### src/logic/piezo_drive_pkg.sv
/*
 * Shared constants and carrier types of the piezo drive register and period logic.
 * Assumes a byte-wide register port fed by a two-wire serial slave on the same clock.
 */
package piezo_drive_pkg;

	// register byte addresses
	localparam logic [7:0] ADDR_DRIVE_CONTROL = 8'h00;
	localparam logic [7:0] ADDR_PERIOD_COUNT_LOW = 8'h01;
	localparam logic [7:0] ADDR_PULSE_COUNT_HIGH = 8'h02;
	localparam logic [7:0] ADDR_PULSE_COUNT_LOW = 8'h03;
	localparam logic [7:0] ADDR_DUTY_CYCLE = 8'h04;
	localparam logic [7:0] ADDR_PHASE_OFFSET = 8'h05;
	localparam logic [7:0] ADDR_FREQUENCY_OFFSET_MODES = 8'h06;
	localparam logic [7:0] ADDR_BRIDGE_BLEND_SPEED = 8'h07;
	localparam logic [7:0] ADDR_TEST_ONLY = 8'h10;

	// reset values and the drive_control write mask
	localparam logic [7:0] RST_DRIVE_CONTROL = 8'h63;
	localparam logic [7:0] RST_ZERO = 8'h00;
	localparam logic [7:0] RST_BRIDGE_BLEND_SPEED = 8'h80;
	localparam logic [7:0] DRIVE_CONTROL_WRITABLE = 8'h6F;

	// drive_control fields
	localparam int SENSE_SEL_LSB = 5;
	localparam int CAL_REQ_LSB = 2;
	localparam int PHASE_A_EN_BIT = 1;
	localparam int PHASE_B_EN_BIT = 0;
	localparam logic [1:0] CAL_NONE = 2'h0;
	localparam logic [1:0] CAL_INCREMENTAL = 2'h1;
	localparam logic [1:0] CAL_SWEEP = 2'h2;

	// pulse_count_high fields
	localparam int PERIOD_MSB_BIT = 7;
	localparam int DIRECTION_BIT = 6;
	localparam int DEAD_SEL_LSB = 4;
	localparam int PULSE_HIGH_WIDTH = 3;

	// frequency_offset_modes fields
	localparam int LOW_POWER_HOLD_BIT = 7;
	localparam int HALF_BRIDGE_EN_BIT = 6;
	localparam int BLEND_EN_BIT = 5;
	localparam int LONG_DEAD_EN_BIT = 4;
	localparam int OFFSET_WIDTH = 3;

	// timing: drive clock 25 MHz, dead time in steps of two clocks
	localparam int VCO_FREQ_HZ = 25000000;
	localparam logic [3:0] DEAD_STEP_CYCLES = 4'h2;
	localparam logic [8:0] BLEND_FULL_SCALE = 9'h080;

	typedef enum logic [2:0] {
		ST_STOP = 3'b001,
		ST_RUN = 3'b010,
		ST_HOLD = 3'b100
	} drive_state_e;

	// one host register access, already decoded by the serial slave
	typedef struct packed {
		logic wr_en;
		logic rd_en;
		logic [7:0] addr;
		logic [7:0] wr_data;
	} host_access_s;

	// bridge leg enables of both phases
	typedef struct packed {
		logic a_high;
		logic a_low;
		logic b_high;
		logic b_low;
	} bridge_drive_s;

endpackage : piezo_drive_pkg

### src/logic/piezo_drive_register_control.sv
/*
 * Register set, drive period generator, pulse counter and bridge blend of the piezo driver.
 * Assumes a serial slave on clk_sys presents decoded byte accesses; power-down and supply
 * comparator arrive asynchronously from pins and analogue and are synchronised here.
 */
`timescale 1ns/1ns

////////////////////////////////////////////////////////////////////////////////////////////////////
module piezo_drive_register_control #(
	parameter int PERIOD_WIDTH = 9,
	parameter int PULSE_WIDTH = 11
) (
	input wire logic clk_sys,
	input wire logic reset_n,
	input wire piezo_drive_pkg::host_access_s host_access,
	input wire logic power_down_pin_n,
	input wire logic supply_above_threshold,
	output logic [7:0] rd_data,
	output piezo_drive_pkg::bridge_drive_s bridge_drive,
	output logic period_tick,
	output logic motor_running,
	output logic direction,
	output logic full_bridge,
	output logic calibration_run,
	output logic [1:0] calibration_mode,
	output logic [1:0] sense_phase_select,
	output logic [PULSE_WIDTH-1:0] pulses_remaining
);

	localparam int CNT_WIDTH = PERIOD_WIDTH + 1;

	typedef struct packed {
		logic [7:0] drive_control;
		logic [7:0] period_count_low;
		logic [7:0] pulse_count_high;
		logic [7:0] pulse_count_low;
		logic [7:0] duty_cycle;
		logic [7:0] phase_offset;
		logic [7:0] frequency_offset_modes;
		logic [7:0] bridge_blend_speed;
		logic pd_meta;
		logic pd_sync;
		logic sup_meta;
		logic sup_sync;
		piezo_drive_pkg::drive_state_e state;
		logic [CNT_WIDTH-1:0] period_cnt;
		logic [PULSE_WIDTH-1:0] pulses_left;
		logic high_loaded;
		logic low_loaded;
		logic [7:0] blend_acc;
		logic full_bridge;
		logic cal_run;
		logic tick;
		piezo_drive_pkg::bridge_drive_s drive;
		logic [7:0] rd_data;
	} ctl_state_s;

	ctl_state_s state_q;
	ctl_state_s state_d;

	////////////////////////////////////////////////////////////////////////////////////////////////
	// field views of the registers

	logic [1:0] cal_req;
	logic [PERIOD_WIDTH-1:0] period_base;
	logic [CNT_WIDTH-1:0] period_len;
	logic [CNT_WIDTH-1:0] half_len;
	logic [CNT_WIDTH-1:0] quarter_len;
	logic [CNT_WIDTH-1:0] dead_len;
	logic [CNT_WIDTH-1:0] cnt_b;
	logic [CNT_WIDTH:0] cnt_b_wide;
	logic [PULSE_WIDTH-1:0] pulse_load;
	logic [1:0] dead_sel;
	logic [8:0] blend_sum;
	logic period_end;
	logic wr_hit;

	// the serial slave never sees address 10h; such accesses fall into the default arm
	assign wr_hit = state_q.pd_sync && host_access.wr_en;
	assign cal_req = state_q.drive_control[piezo_drive_pkg::CAL_REQ_LSB +: 2];
	assign period_base = {state_q.pulse_count_high[piezo_drive_pkg::PERIOD_MSB_BIT],
		state_q.period_count_low};
	assign dead_sel = state_q.pulse_count_high[piezo_drive_pkg::DEAD_SEL_LSB +: 2];
	assign pulse_load = {state_q.pulse_count_high[piezo_drive_pkg::PULSE_HIGH_WIDTH-1:0],
		state_q.pulse_count_low};

	// offset only lengthens the period, and only while tracking is idle
	always_comb begin
		period_len = {1'b0, period_base};
		if (cal_req == piezo_drive_pkg::CAL_NONE) begin
			period_len = period_len + CNT_WIDTH'(state_q.frequency_offset_modes[piezo_drive_pkg::OFFSET_WIDTH-1:0]);
		end
	end

	assign half_len = period_len >> 1;
	assign quarter_len = period_len >> 2;

	// dead time: fixed two cycles unless the long dead time mode unlocks the selection
	always_comb begin
		dead_len = CNT_WIDTH'(piezo_drive_pkg::DEAD_STEP_CYCLES);
		if (state_q.frequency_offset_modes[piezo_drive_pkg::LONG_DEAD_EN_BIT]) begin
			dead_len = CNT_WIDTH'(piezo_drive_pkg::DEAD_STEP_CYCLES) * CNT_WIDTH'({2'b00, dead_sel} + 4'h1);
		end
	end

	// phase b runs a quarter period ahead of phase a
	assign cnt_b_wide = {1'b0, state_q.period_cnt} + {1'b0, quarter_len};
	assign cnt_b = (cnt_b_wide >= {1'b0, period_len}) ? CNT_WIDTH'(cnt_b_wide - {1'b0, period_len})
		: cnt_b_wide[CNT_WIDTH-1:0];

	// one period every N clocks; N of one ticks every clock
	assign period_end = (state_q.period_cnt >= period_len - CNT_WIDTH'(1));
	assign blend_sum = {1'b0, state_q.blend_acc} + {1'b0, state_q.bridge_blend_speed};

	////////////////////////////////////////////////////////////////////////////////////////////////
	// next state

	always_comb begin
		state_d = state_q;
		state_d.tick = 1'b0;

		// two-stage synchronisers for the pin and the supply comparator
		state_d.pd_meta = power_down_pin_n;
		state_d.pd_sync = state_q.pd_meta;
		state_d.sup_meta = supply_above_threshold;
		state_d.sup_sync = state_q.sup_meta;

		// host writes; registers otherwise hold their values
		if (wr_hit) begin
			case (host_access.addr)
				piezo_drive_pkg::ADDR_DRIVE_CONTROL: begin
					state_d.drive_control = host_access.wr_data & piezo_drive_pkg::DRIVE_CONTROL_WRITABLE;
				end
				piezo_drive_pkg::ADDR_PERIOD_COUNT_LOW: begin
					state_d.period_count_low = host_access.wr_data;
				end
				piezo_drive_pkg::ADDR_PULSE_COUNT_HIGH: begin
					state_d.pulse_count_high = host_access.wr_data;
					state_d.high_loaded = 1'b1;
				end
				piezo_drive_pkg::ADDR_PULSE_COUNT_LOW: begin
					state_d.pulse_count_low = host_access.wr_data;
					state_d.low_loaded = 1'b1;
				end
				piezo_drive_pkg::ADDR_DUTY_CYCLE: begin
					state_d.duty_cycle = host_access.wr_data;
				end
				piezo_drive_pkg::ADDR_PHASE_OFFSET: begin
					state_d.phase_offset = host_access.wr_data;
				end
				piezo_drive_pkg::ADDR_FREQUENCY_OFFSET_MODES: begin
					state_d.frequency_offset_modes = host_access.wr_data;
				end
				piezo_drive_pkg::ADDR_BRIDGE_BLEND_SPEED: begin
					state_d.bridge_blend_speed = host_access.wr_data;
				end
				default: begin
				end
			endcase
		end

		// read data is captured one clock after the strobe; unmapped and test space read zero
		if (host_access.rd_en) begin
			case (host_access.addr)
				piezo_drive_pkg::ADDR_DRIVE_CONTROL: state_d.rd_data = state_q.drive_control;
				piezo_drive_pkg::ADDR_PERIOD_COUNT_LOW: state_d.rd_data = state_q.period_count_low;
				piezo_drive_pkg::ADDR_PULSE_COUNT_HIGH: state_d.rd_data = state_q.pulse_count_high;
				piezo_drive_pkg::ADDR_PULSE_COUNT_LOW: state_d.rd_data = state_q.pulse_count_low;
				piezo_drive_pkg::ADDR_DUTY_CYCLE: state_d.rd_data = state_q.duty_cycle;
				piezo_drive_pkg::ADDR_PHASE_OFFSET: state_d.rd_data = state_q.phase_offset;
				piezo_drive_pkg::ADDR_FREQUENCY_OFFSET_MODES: state_d.rd_data = state_q.frequency_offset_modes;
				piezo_drive_pkg::ADDR_BRIDGE_BLEND_SPEED: state_d.rd_data = state_q.bridge_blend_speed;
				default: state_d.rd_data = piezo_drive_pkg::RST_ZERO;
			endcase
		end

		// drive sequencer
		case (state_q.state)
			piezo_drive_pkg::ST_STOP: begin
				state_d.period_cnt = '0;
			end
			piezo_drive_pkg::ST_RUN: begin
				if (state_q.frequency_offset_modes[piezo_drive_pkg::LOW_POWER_HOLD_BIT]) begin
					state_d.state = piezo_drive_pkg::ST_HOLD;
				end else if (period_len == '0) begin
					state_d.state = piezo_drive_pkg::ST_STOP;
				end else if (period_end) begin
					state_d.period_cnt = '0;
					state_d.tick = 1'b1;
					state_d.pulses_left = state_q.pulses_left - PULSE_WIDTH'(1);
					// blend: accumulate speed, each carry of 128 earns one full bridge period
					if (!state_q.frequency_offset_modes[piezo_drive_pkg::BLEND_EN_BIT]) begin
						state_d.full_bridge = !(state_q.frequency_offset_modes[piezo_drive_pkg::HALF_BRIDGE_EN_BIT]
							&& state_q.sup_sync);
					end else if (blend_sum >= piezo_drive_pkg::BLEND_FULL_SCALE) begin
						state_d.full_bridge = 1'b1;
						state_d.blend_acc = 8'(blend_sum - piezo_drive_pkg::BLEND_FULL_SCALE);
					end else begin
						state_d.full_bridge = 1'b0;
						state_d.blend_acc = blend_sum[7:0];
					end
					if (state_q.pulses_left == PULSE_WIDTH'(1)) begin
						state_d.state = piezo_drive_pkg::ST_STOP;
					end
				end else begin
					state_d.period_cnt = state_q.period_cnt + CNT_WIDTH'(1);
				end
			end
			piezo_drive_pkg::ST_HOLD: begin
				// hold keeps the counters so that drive resumes where it paused
				if (!state_q.frequency_offset_modes[piezo_drive_pkg::LOW_POWER_HOLD_BIT]) begin
					state_d.state = piezo_drive_pkg::ST_RUN;
				end
			end
			default: begin
				state_d.state = piezo_drive_pkg::ST_STOP;
			end
		endcase

		// a new pulse count restarts the run; zero stops at once, even mid count
		if (wr_hit && (host_access.addr == piezo_drive_pkg::ADDR_PULSE_COUNT_HIGH
			|| host_access.addr == piezo_drive_pkg::ADDR_PULSE_COUNT_LOW)) begin
			state_d.pulses_left = (host_access.addr == piezo_drive_pkg::ADDR_PULSE_COUNT_LOW)
				? {pulse_load[PULSE_WIDTH-1:8], host_access.wr_data}
				: {host_access.wr_data[piezo_drive_pkg::PULSE_HIGH_WIDTH-1:0], pulse_load[7:0]};
			state_d.period_cnt = '0;
			// a restart during idle mode stays parked so the legs never flick on for a cycle
			if (state_d.pulses_left == '0) begin
				state_d.state = piezo_drive_pkg::ST_STOP;
			end else if (state_q.frequency_offset_modes[piezo_drive_pkg::LOW_POWER_HOLD_BIT]) begin
				state_d.state = piezo_drive_pkg::ST_HOLD;
			end else begin
				state_d.state = piezo_drive_pkg::ST_RUN;
			end
		end

		// calibration request only runs after both pulse count bytes were loaded
		state_d.cal_run = state_q.high_loaded && state_q.low_loaded
			&& (cal_req == piezo_drive_pkg::CAL_INCREMENTAL || cal_req == piezo_drive_pkg::CAL_SWEEP);

		// bridge legs with dead time before each leg turns on; low in stop and hold
		state_d.drive = '0;
		if (state_q.state == piezo_drive_pkg::ST_RUN) begin
			if (state_q.drive_control[piezo_drive_pkg::PHASE_A_EN_BIT]) begin
				state_d.drive.a_high = (state_q.period_cnt >= dead_len) && (state_q.period_cnt < half_len);
				state_d.drive.a_low = (state_q.period_cnt >= half_len + dead_len);
			end
			if (state_q.drive_control[piezo_drive_pkg::PHASE_B_EN_BIT]) begin
				state_d.drive.b_high = (cnt_b >= dead_len) && (cnt_b < half_len);
				state_d.drive.b_low = (cnt_b >= half_len + dead_len);
			end
		end

		// power-down returns every register and the sequencer to defaults
		if (!state_q.pd_sync) begin
			state_d.drive_control = piezo_drive_pkg::RST_DRIVE_CONTROL;
			state_d.period_count_low = piezo_drive_pkg::RST_ZERO;
			state_d.pulse_count_high = piezo_drive_pkg::RST_ZERO;
			state_d.pulse_count_low = piezo_drive_pkg::RST_ZERO;
			state_d.duty_cycle = piezo_drive_pkg::RST_ZERO;
			state_d.phase_offset = piezo_drive_pkg::RST_ZERO;
			state_d.frequency_offset_modes = piezo_drive_pkg::RST_ZERO;
			state_d.bridge_blend_speed = piezo_drive_pkg::RST_BRIDGE_BLEND_SPEED;
			state_d.state = piezo_drive_pkg::ST_STOP;
			state_d.period_cnt = '0;
			state_d.pulses_left = '0;
			state_d.high_loaded = 1'b0;
			state_d.low_loaded = 1'b0;
			state_d.blend_acc = '0;
			state_d.cal_run = 1'b0;
			// full bridge is the reset view of the blend state
			state_d.full_bridge = 1'b1;
			state_d.tick = 1'b0;
			state_d.drive = '0;
		end
	end

	////////////////////////////////////////////////////////////////////////////////////////////////
	// state register

	// synchronous reset; pin synchronisers start as if power-down were released
	always_ff @(posedge clk_sys) begin
		if (!reset_n) begin
			state_q.drive_control <= piezo_drive_pkg::RST_DRIVE_CONTROL;
			state_q.period_count_low <= piezo_drive_pkg::RST_ZERO;
			state_q.pulse_count_high <= piezo_drive_pkg::RST_ZERO;
			state_q.pulse_count_low <= piezo_drive_pkg::RST_ZERO;
			state_q.duty_cycle <= piezo_drive_pkg::RST_ZERO;
			state_q.phase_offset <= piezo_drive_pkg::RST_ZERO;
			state_q.frequency_offset_modes <= piezo_drive_pkg::RST_ZERO;
			state_q.bridge_blend_speed <= piezo_drive_pkg::RST_BRIDGE_BLEND_SPEED;
			state_q.pd_meta <= 1'b1;
			state_q.pd_sync <= 1'b1;
			state_q.sup_meta <= 1'b0;
			state_q.sup_sync <= 1'b0;
			state_q.state <= piezo_drive_pkg::ST_STOP;
			state_q.period_cnt <= '0;
			state_q.pulses_left <= '0;
			state_q.high_loaded <= 1'b0;
			state_q.low_loaded <= 1'b0;
			state_q.blend_acc <= '0;
			state_q.full_bridge <= 1'b1;
			state_q.cal_run <= 1'b0;
			state_q.tick <= 1'b0;
			state_q.drive <= '0;
			state_q.rd_data <= piezo_drive_pkg::RST_ZERO;
		end else begin
			state_q <= state_d;
		end
	end

	////////////////////////////////////////////////////////////////////////////////////////////////
	// outputs, each a field of the state register

	assign rd_data = state_q.rd_data;
	assign bridge_drive = state_q.drive;
	assign period_tick = state_q.tick;
	assign motor_running = state_q.state[1];
	assign direction = state_q.pulse_count_high[piezo_drive_pkg::DIRECTION_BIT];
	assign full_bridge = state_q.full_bridge;
	assign calibration_run = state_q.cal_run;
	assign calibration_mode = state_q.drive_control[piezo_drive_pkg::CAL_REQ_LSB +: 2];
	assign sense_phase_select = state_q.drive_control[piezo_drive_pkg::SENSE_SEL_LSB +: 2];
	assign pulses_remaining = state_q.pulses_left;

endmodule : piezo_drive_register_control

### config.mk
export PLATFORM = sky130hd
export DESIGN_NAME = piezo_drive_register_control
export DESIGN_NICKNAME = d
export VERILOG_FILES = /design/src/logic/piezo_drive_pkg.sv /design/src/logic/piezo_drive_register_control.sv
export SDC_FILE = /design/constraint.sdc
export NUM_CORES = 1
export LEC_CHECK = 0
export BUFFER_PORTS_ARGS = -buffer_cell sky130_fd_sc_hd__buf_2
export CAP_MARGIN = 5
export CORE_MARGIN = 4
export CORE_UTILIZATION = 44
export DETAILED_ROUTE_END_ITERATION = 16
export PLACE_DENSITY_LB_ADDON = 0.15
export SYNTH_ARGS = -nofsm -noshare
export SYNTH_HDL_FRONTEND = slang
export SYNTH_SLANG_ARGS = --single-unit
export TNS_END_PERCENT = 50
### constraint.sdc
create_clock -name clk_sys -period 17.7 [get_ports clk_sys]
set_input_delay 0 -clock clk_sys [delete_from_list [all_inputs] [get_ports clk_sys]]
set_output_delay 0 -clock clk_sys [all_outputs]
set_load 0.02 [all_outputs]
# After elaboration in Yosys (flattened, before gate mapping)
# Index checks and enable logic that the tools add are counted.
op_classes:
  add_sub_neg: 10
  magnitude_cmp: 9
  eq_ne: 21
  n_mux: 23
  bitwise: 5
  n_reduce_logical: 35
ops:
  columns: ["operator", "n"]
  rows:
  - ["$pmux 8 s8", 1]
  - ["$ge 10x10->1", 5]
  - ["$mux 21", 2]
  - ["$mux 10", 4]
  - ["$mux 11", 3]
  - ["$eq 8x3->1 const B", 4]
  - ["$mux 24", 1]
  - ["$mux 3", 7]
  - ["$lt 10x9->1", 2]
  - ["$pmux 10 s2", 1]
  - ["$reduce_and 4->1", 5]
  - ["$reduce_and 2->1", 9]
  - ["$eq 8x2->1 const B", 2]
  - ["$add 10x8->11", 1]
  - ["$eq 11x1->1 const B", 1]
  - ["$ge 11x10->1", 1]
  - ["$logic_not 11->1", 1]
  - ["$sub 11x1->11 const B", 1]
  - ["$add 10x1->10 const B", 1]
  - ["$add 9x10->10", 1]
  - ["$add 9x3->10", 1]
  - ["$logic_not 10->1", 1]
  - ["$ne 5x5->1 const B", 2]
  - ["$sub 10x1->10 const B", 1]
  - ["other kinds (28)", 45]
totals:
  reg_bits: 115
  inputBits: 22
  output_inout_bits: 32
  wordCells: 129

# Logic depth before layout (Yosys ltp)
logic_depth:
  word_depth: 9
  ltp_mapped: 32
  ltp_nobuf: 29

# Least setup slack after synthesis
# No wires, ideal clock.
synth_timing:
  kind: "register -> register"
  start: "reg state_q, in the netlist period_base[0]"
  end: "reg state_q, in the netlist bridge_drive[1]"
  setup_ns: 0.115
  arrival_time_ns: 5.753
  required_ns: 17.585
  path_slack_ns: 11.833
  path_stages_with_launch: 29
  cell_sequence: "dfxtp_1 > ha_1 > inv_1 > fa_1 > nor2b_4 > o2111a_2 > xnor2_1 > inv_1 > ha_1 > or3_1 > o211a_1 > or3_1 > and2_1 > ha_1 > nand3_1 > o31ai_1 > a31oi_1 > nand2b_1 > clkbuf_1 > nor2_1 > a21oi_1 > ha_1 > nor2b_1 > o21a_1 > o21ai_0 > nand2b_1 > a21oi_1 > nor2_1 > a2111oi_0"
synth_via:
  elab_chain_len: 7
synth_rtl:
  columns: ["item", "line_no", "source"]
  rows:
  - ["start, declared", "piezo_drive_register_control.sv:58", "ctl_state_s state_q;"]
  - ["start signal, assigned", "piezo_drive_register_control.sv:308", "state_q <= state_d;"]
  - ["$add 9x3->10", "piezo_drive_register_control.sv:91", "period_len = period_len + CNT_WIDTH'(state_q.frequency_offset_modes[piezo_drive_pkg::OFFSET_WIDTH-1:0]);"]
  - ["$mux 10 *", "piezo_drive_register_control.sv:90", "if (cal_req == piezo_drive_pkg::CAL_NONE) begin"]
  - ["$add 10x8->11", "piezo_drive_register_control.sv:107", "assign cnt_b_wide = {1'b0, state_q.period_cnt} + {1'b0, quarter_len};"]
  - ["$sub 10x10->10 or $ge 11x10->1 (tied branches)", "piezo_drive_register_control.sv:108", "assign cnt_b = (cnt_b_wide >= {1'b0, period_len}) ? CNT_WIDTH'(cnt_b_wide - {1'b0, period_len})"]
  - ["$mux 10", "piezo_drive_register_control.sv:108", null]
  - ["$ge 10x10->1 or $lt 10x9->1 (tied branches)", "piezo_drive_register_control.sv:249", "state_d.drive.b_high = (cnt_b >= dead_len) && (cnt_b < half_len);"]
  - ["$logic_and 1x1->1 *", "piezo_drive_register_control.sv:249", null]
# Mark *: on every way between the ends. The rest lies on a longest branch, timed or not.
# A chain may end at the register's enable or synchronous reset.

# Worst setup path after layout
layout_timing:
  start: "reg state_q, in the netlist period_base[1]"
  end: "reg state_q, in the netlist bridge_drive[1]"
# The elaborated chain is that of the path after synthesis.

==> metrics.md <==
| Metric | Value |
|---|---|
| Status | `complete, no violations` |
| CTS H-tree depth | `4` |
| CP arrival | `a little over 7 ns` |
| Vias/cell | `approximately 5.7` |
| DRT iter0 DRCs | `around 500` |
| Layout area overhead | `10.9%` |
| Dpl cell area | `0.00891 mm²` |
| Clock slew at reported path FFs | `about 0.070 ns` |
| Share of cells above drive strength 1 | `0.115` |
| Post-synth EDFFs | `0` |
| Largest family of logic cells by synthesized area | `compound AO/OA/AOI/OAI gates` |
| Seq/Total Area, Yosys | `0.264` |
| FF+latch count, synth | `115` |
| Vias in the first global route | `7262` |
| Worst path most repeated cell | `ha_1` |
| Tcrit/Tclk final | `0.389` |
| WP buf/inv | `1` |
| Yosys warnings | `0` |
| Die Span X | `around 150 µm` |
| TritonCTS clock tree | `yes` |
| Critical-path cell list | `ha_1, a21o_1, a21oi_1, nor2_1, xnor2_1, inv_1, ha_1, o21ai_0, a21oi_1, o211a_1, or3_1, and2_1, ha_1, nand3_1, o31ai_1, a31oi_1, nand2b_1, mux2_2, ha_1, nand3_1, o221ai_1, nor4_1, a32o_1, a2111oi_0` |
| DP HPWL | `18.1 mm` |
| Routed WL | `between 20 and 25 mm` |
| Peak Freq | `145 MHz` |
| Maxcap violations | `0` |
| Initial Utilization | `0.448` |
| Resized cells post-CTS | `0` |
| CTS sink cnt | `115` |
| TritonRoute pass-1 iters | `6` |
| Commonest cells post-synth | `115 x dfxtp_1, 92 x ha_1, 92 x nand2_1` |
| Fillers | `between 1500 and 2000` |
| Clock Tree Buf Depth | `2` |
| Avg Synthesized Cell Area | `just over 8 µm²` |
| Total power | `around 670 µW` |
| Full die area | `~0.022 mm²` |
| Final setup fails | `0` |
| Async SR Flop Fraction | `0` |
| # DRC | `0` |
| Total negative slack | `0 ns` |
| Synth Area in Compound Gates | `0.216` |
| Vias | `7717` |
| Final instance area | `between 0.009 and 0.01 mm²` |
| Adder-cell share of the synthesized area | `0.143` |
| CP max FO | `14` |
| Final Net Count | `1185` |
| Synth top area share | `0.264` |
| Startpoint types | `register` |
| Multiplexer share of the synthesized area | `0.0665` |
| Count leader, synth | `dfxtp_1` |
| Root buffer cell | `clkbuf_16` |
| PwrDens | `~69 mW/mm²` |
| Post-synth top area cell | `dfxtp_1` |
| Initial antenna violation count | `0` |
| Syn Std Cell Area | `roughly 0.0087 mm²` |
| PortBufs | `between 50 and 60` |
| Critical path's slowest cell | `xnor2_1` |
| GRT overflow | `0` |
| GR Util All Layers | `0.227` |
| Max VDD drop | `approximately 0.083 mV` |
| Yosys cell types | `between 70 and 80` |
| Hold WC Path Type | `in2reg` |
| Final hold violation count | `0` |
| Number of diodes | `0` |
| Number of buffers created by CTS | `17` |
| Pin count of the biggest net entering global routing | `72` |
| Chip Height | `about 150 µm` |
| CP Capture Type | `register` |
| Cell family with most CP delay | `compound AO/OA/AOI/OAI gates` |
| Synth Area in Simple Gates | `0.201` |
| Placed Cells | `between 1000 and 1500` |
| Gate Count Post-Synth | `around 1100` |
| Worst rel slew slack | `0.298` |
| Measured slew at the worst slew-check pin | `~1.1 ns` |
| Unrepaired setup endpoints after global routing | `false` |
| Gpl congestion | `approximately 0.9` |
| Floorplan row count | `between 50 and 60` |
| Final cell count without fillers | `1344` |
| LEAKAGE | `~4.2 nW` |
| CP max stage delay | `just under 0.7 ns` |
| DR WL/cell | `between 15 and 20 µm` |
| First-pass GRT wire length | `39.9 mm` |
| Layout Skew | `approximately 0.011 ns` |
| CP Data Required Time | `between 15 and 20 ns` |
| Fin. max-slew vios | `0` |
| Core Region | `a little under 0.02 mm²` |
| Ys flop type | `dfxtp_1` |
| Skew-Pair Late Insertion Delay | `about 0.42 ns` |
| Worst hold margin | `between 0.05 and 0.06 ns` |
| # IOs | `54` |
| Final min period | `roughly 7 ns` |
| Main area contributors after synthesis | `dfxtp_1 26%, ha_1 13%, mux2i_1 5.6%, nand2_1 4.0%, a21oi_1 3.8%` |
| DRT antenna net count | `0` |
| CP Class | `reg2reg` |
| XOR/XNOR share of the synthesized area | `0.0370` |
-- path summary, 6_finish.rpt --
check	from	endpoint	slack, ns	depth (start not counted)
worst min-delay path	host_access[10]	rd_data[1]	0.05	3
worst max register to register	period_base[1]	bridge_drive[1]	10.82	24
worst min register to register	state_d[51]	state_q[51]	0.40	1
worst max-delay path	period_base[1]	bridge_drive[1]	10.82	24
-- cells in the final DEF (no fill, tap or decap), drive strengths merged, types with 9 or more instances in the layout --
master       instances
dfxtp              115
nand2               93
ha                  92
nor2                88
a21oi               67
buf                 60
o21ai               55
mux2i               49
inv                 44
nand3               37
xnor2               27
nor3                21
a22o                20
clkbuf              20
a31oi               19
a211oi              18
and3                17
nand2b              14
dlygate4sd3         14
nor2b               14
nor4                14
a21o                13
and2                13
xor2                 9
nand4                9
-- worst reg2reg max path, delay by kind of cell (launching register included) --
kind,cells,cell delay (ns)
buf+inv,1,0.10
xor+xnor,1,0.68
compound gates,10,2.53
fa+ha+maj,4,1.28
mux,1,0.43
flops,1,0.39
simple gates,7,1.33
-- cell families (layout without fill, tap and decap cells) --
| group | Yosys count | in the layout |
|---|---|---|
| compound gates | 275 | 275 |
| xor+xnor | 36 | 36 |
| fa+ha+maj | 97 | 97 |
| buf+inv | 128 | 146 |
| flops | 115 | 115 |
| mux | 57 | 57 |
| other cells | 1 | 2 |
| simple gates | 351 | 351 |
-- state kept, by name, summed over array words and instances, names as in the netlist --
register            count
state_q                59
pulse_load             11
pulses_remaining       11
period_base             9
rd_data                 8
bridge_drive            4
calibration_mode        2
dead_sel                2
sense_phase_select      2
state_d                 2
calibration_run         1
direction               1
full_bridge             1
motor_running           1
period_tick             1
-- metrics by stage --
stage          setup WS [ns]   util
2_1_floorplan          11.83      -
3_3_place_gp           10.81  0.458
3_5_place_dp           10.86  0.458
4_1_cts                10.80  0.497
5_1_grt                10.19  0.497
6_report               10.82  0.497
-- where the power goes --
part           switching (mW)  total [mW]  internal (mW)
Clock                   0.142       0.375          0.232
Combinational          0.0215      0.0315         0.0100
Sequential            0.00105       0.261          0.260
-- repair_timing --
action                                  CTS  global route
endpoints found under the setup margin    0             0
hold buffers                             14             0
endpoints found under the hold margin    43             0
setup buffers                             0             0
-- cell type report --
type / count / area [µm²] / share of cell area
clock buffers: 20 / 457 / 0.0472
clock inverters: 12 / 170 / 0.0176
inverters: 40 / 150 / 0.0155
multi-input cells: 818 / 5800 / 0.600
flip-flops and latches: 115 / 2300 / 0.238
well taps: 265 / 332 / 0.0343
repair buffers: 74 / 458 / 0.0473
-- metal layers --
metal,share of wire,wire length [µm],GRT usage
met4,0.021,517,0.0641
met1,0.46,11300,0.298
met2,0.49,12000,0.385
met3,0.037,918,0.0383
met5,0,0,0
Power figures use the tool's default switching activity.
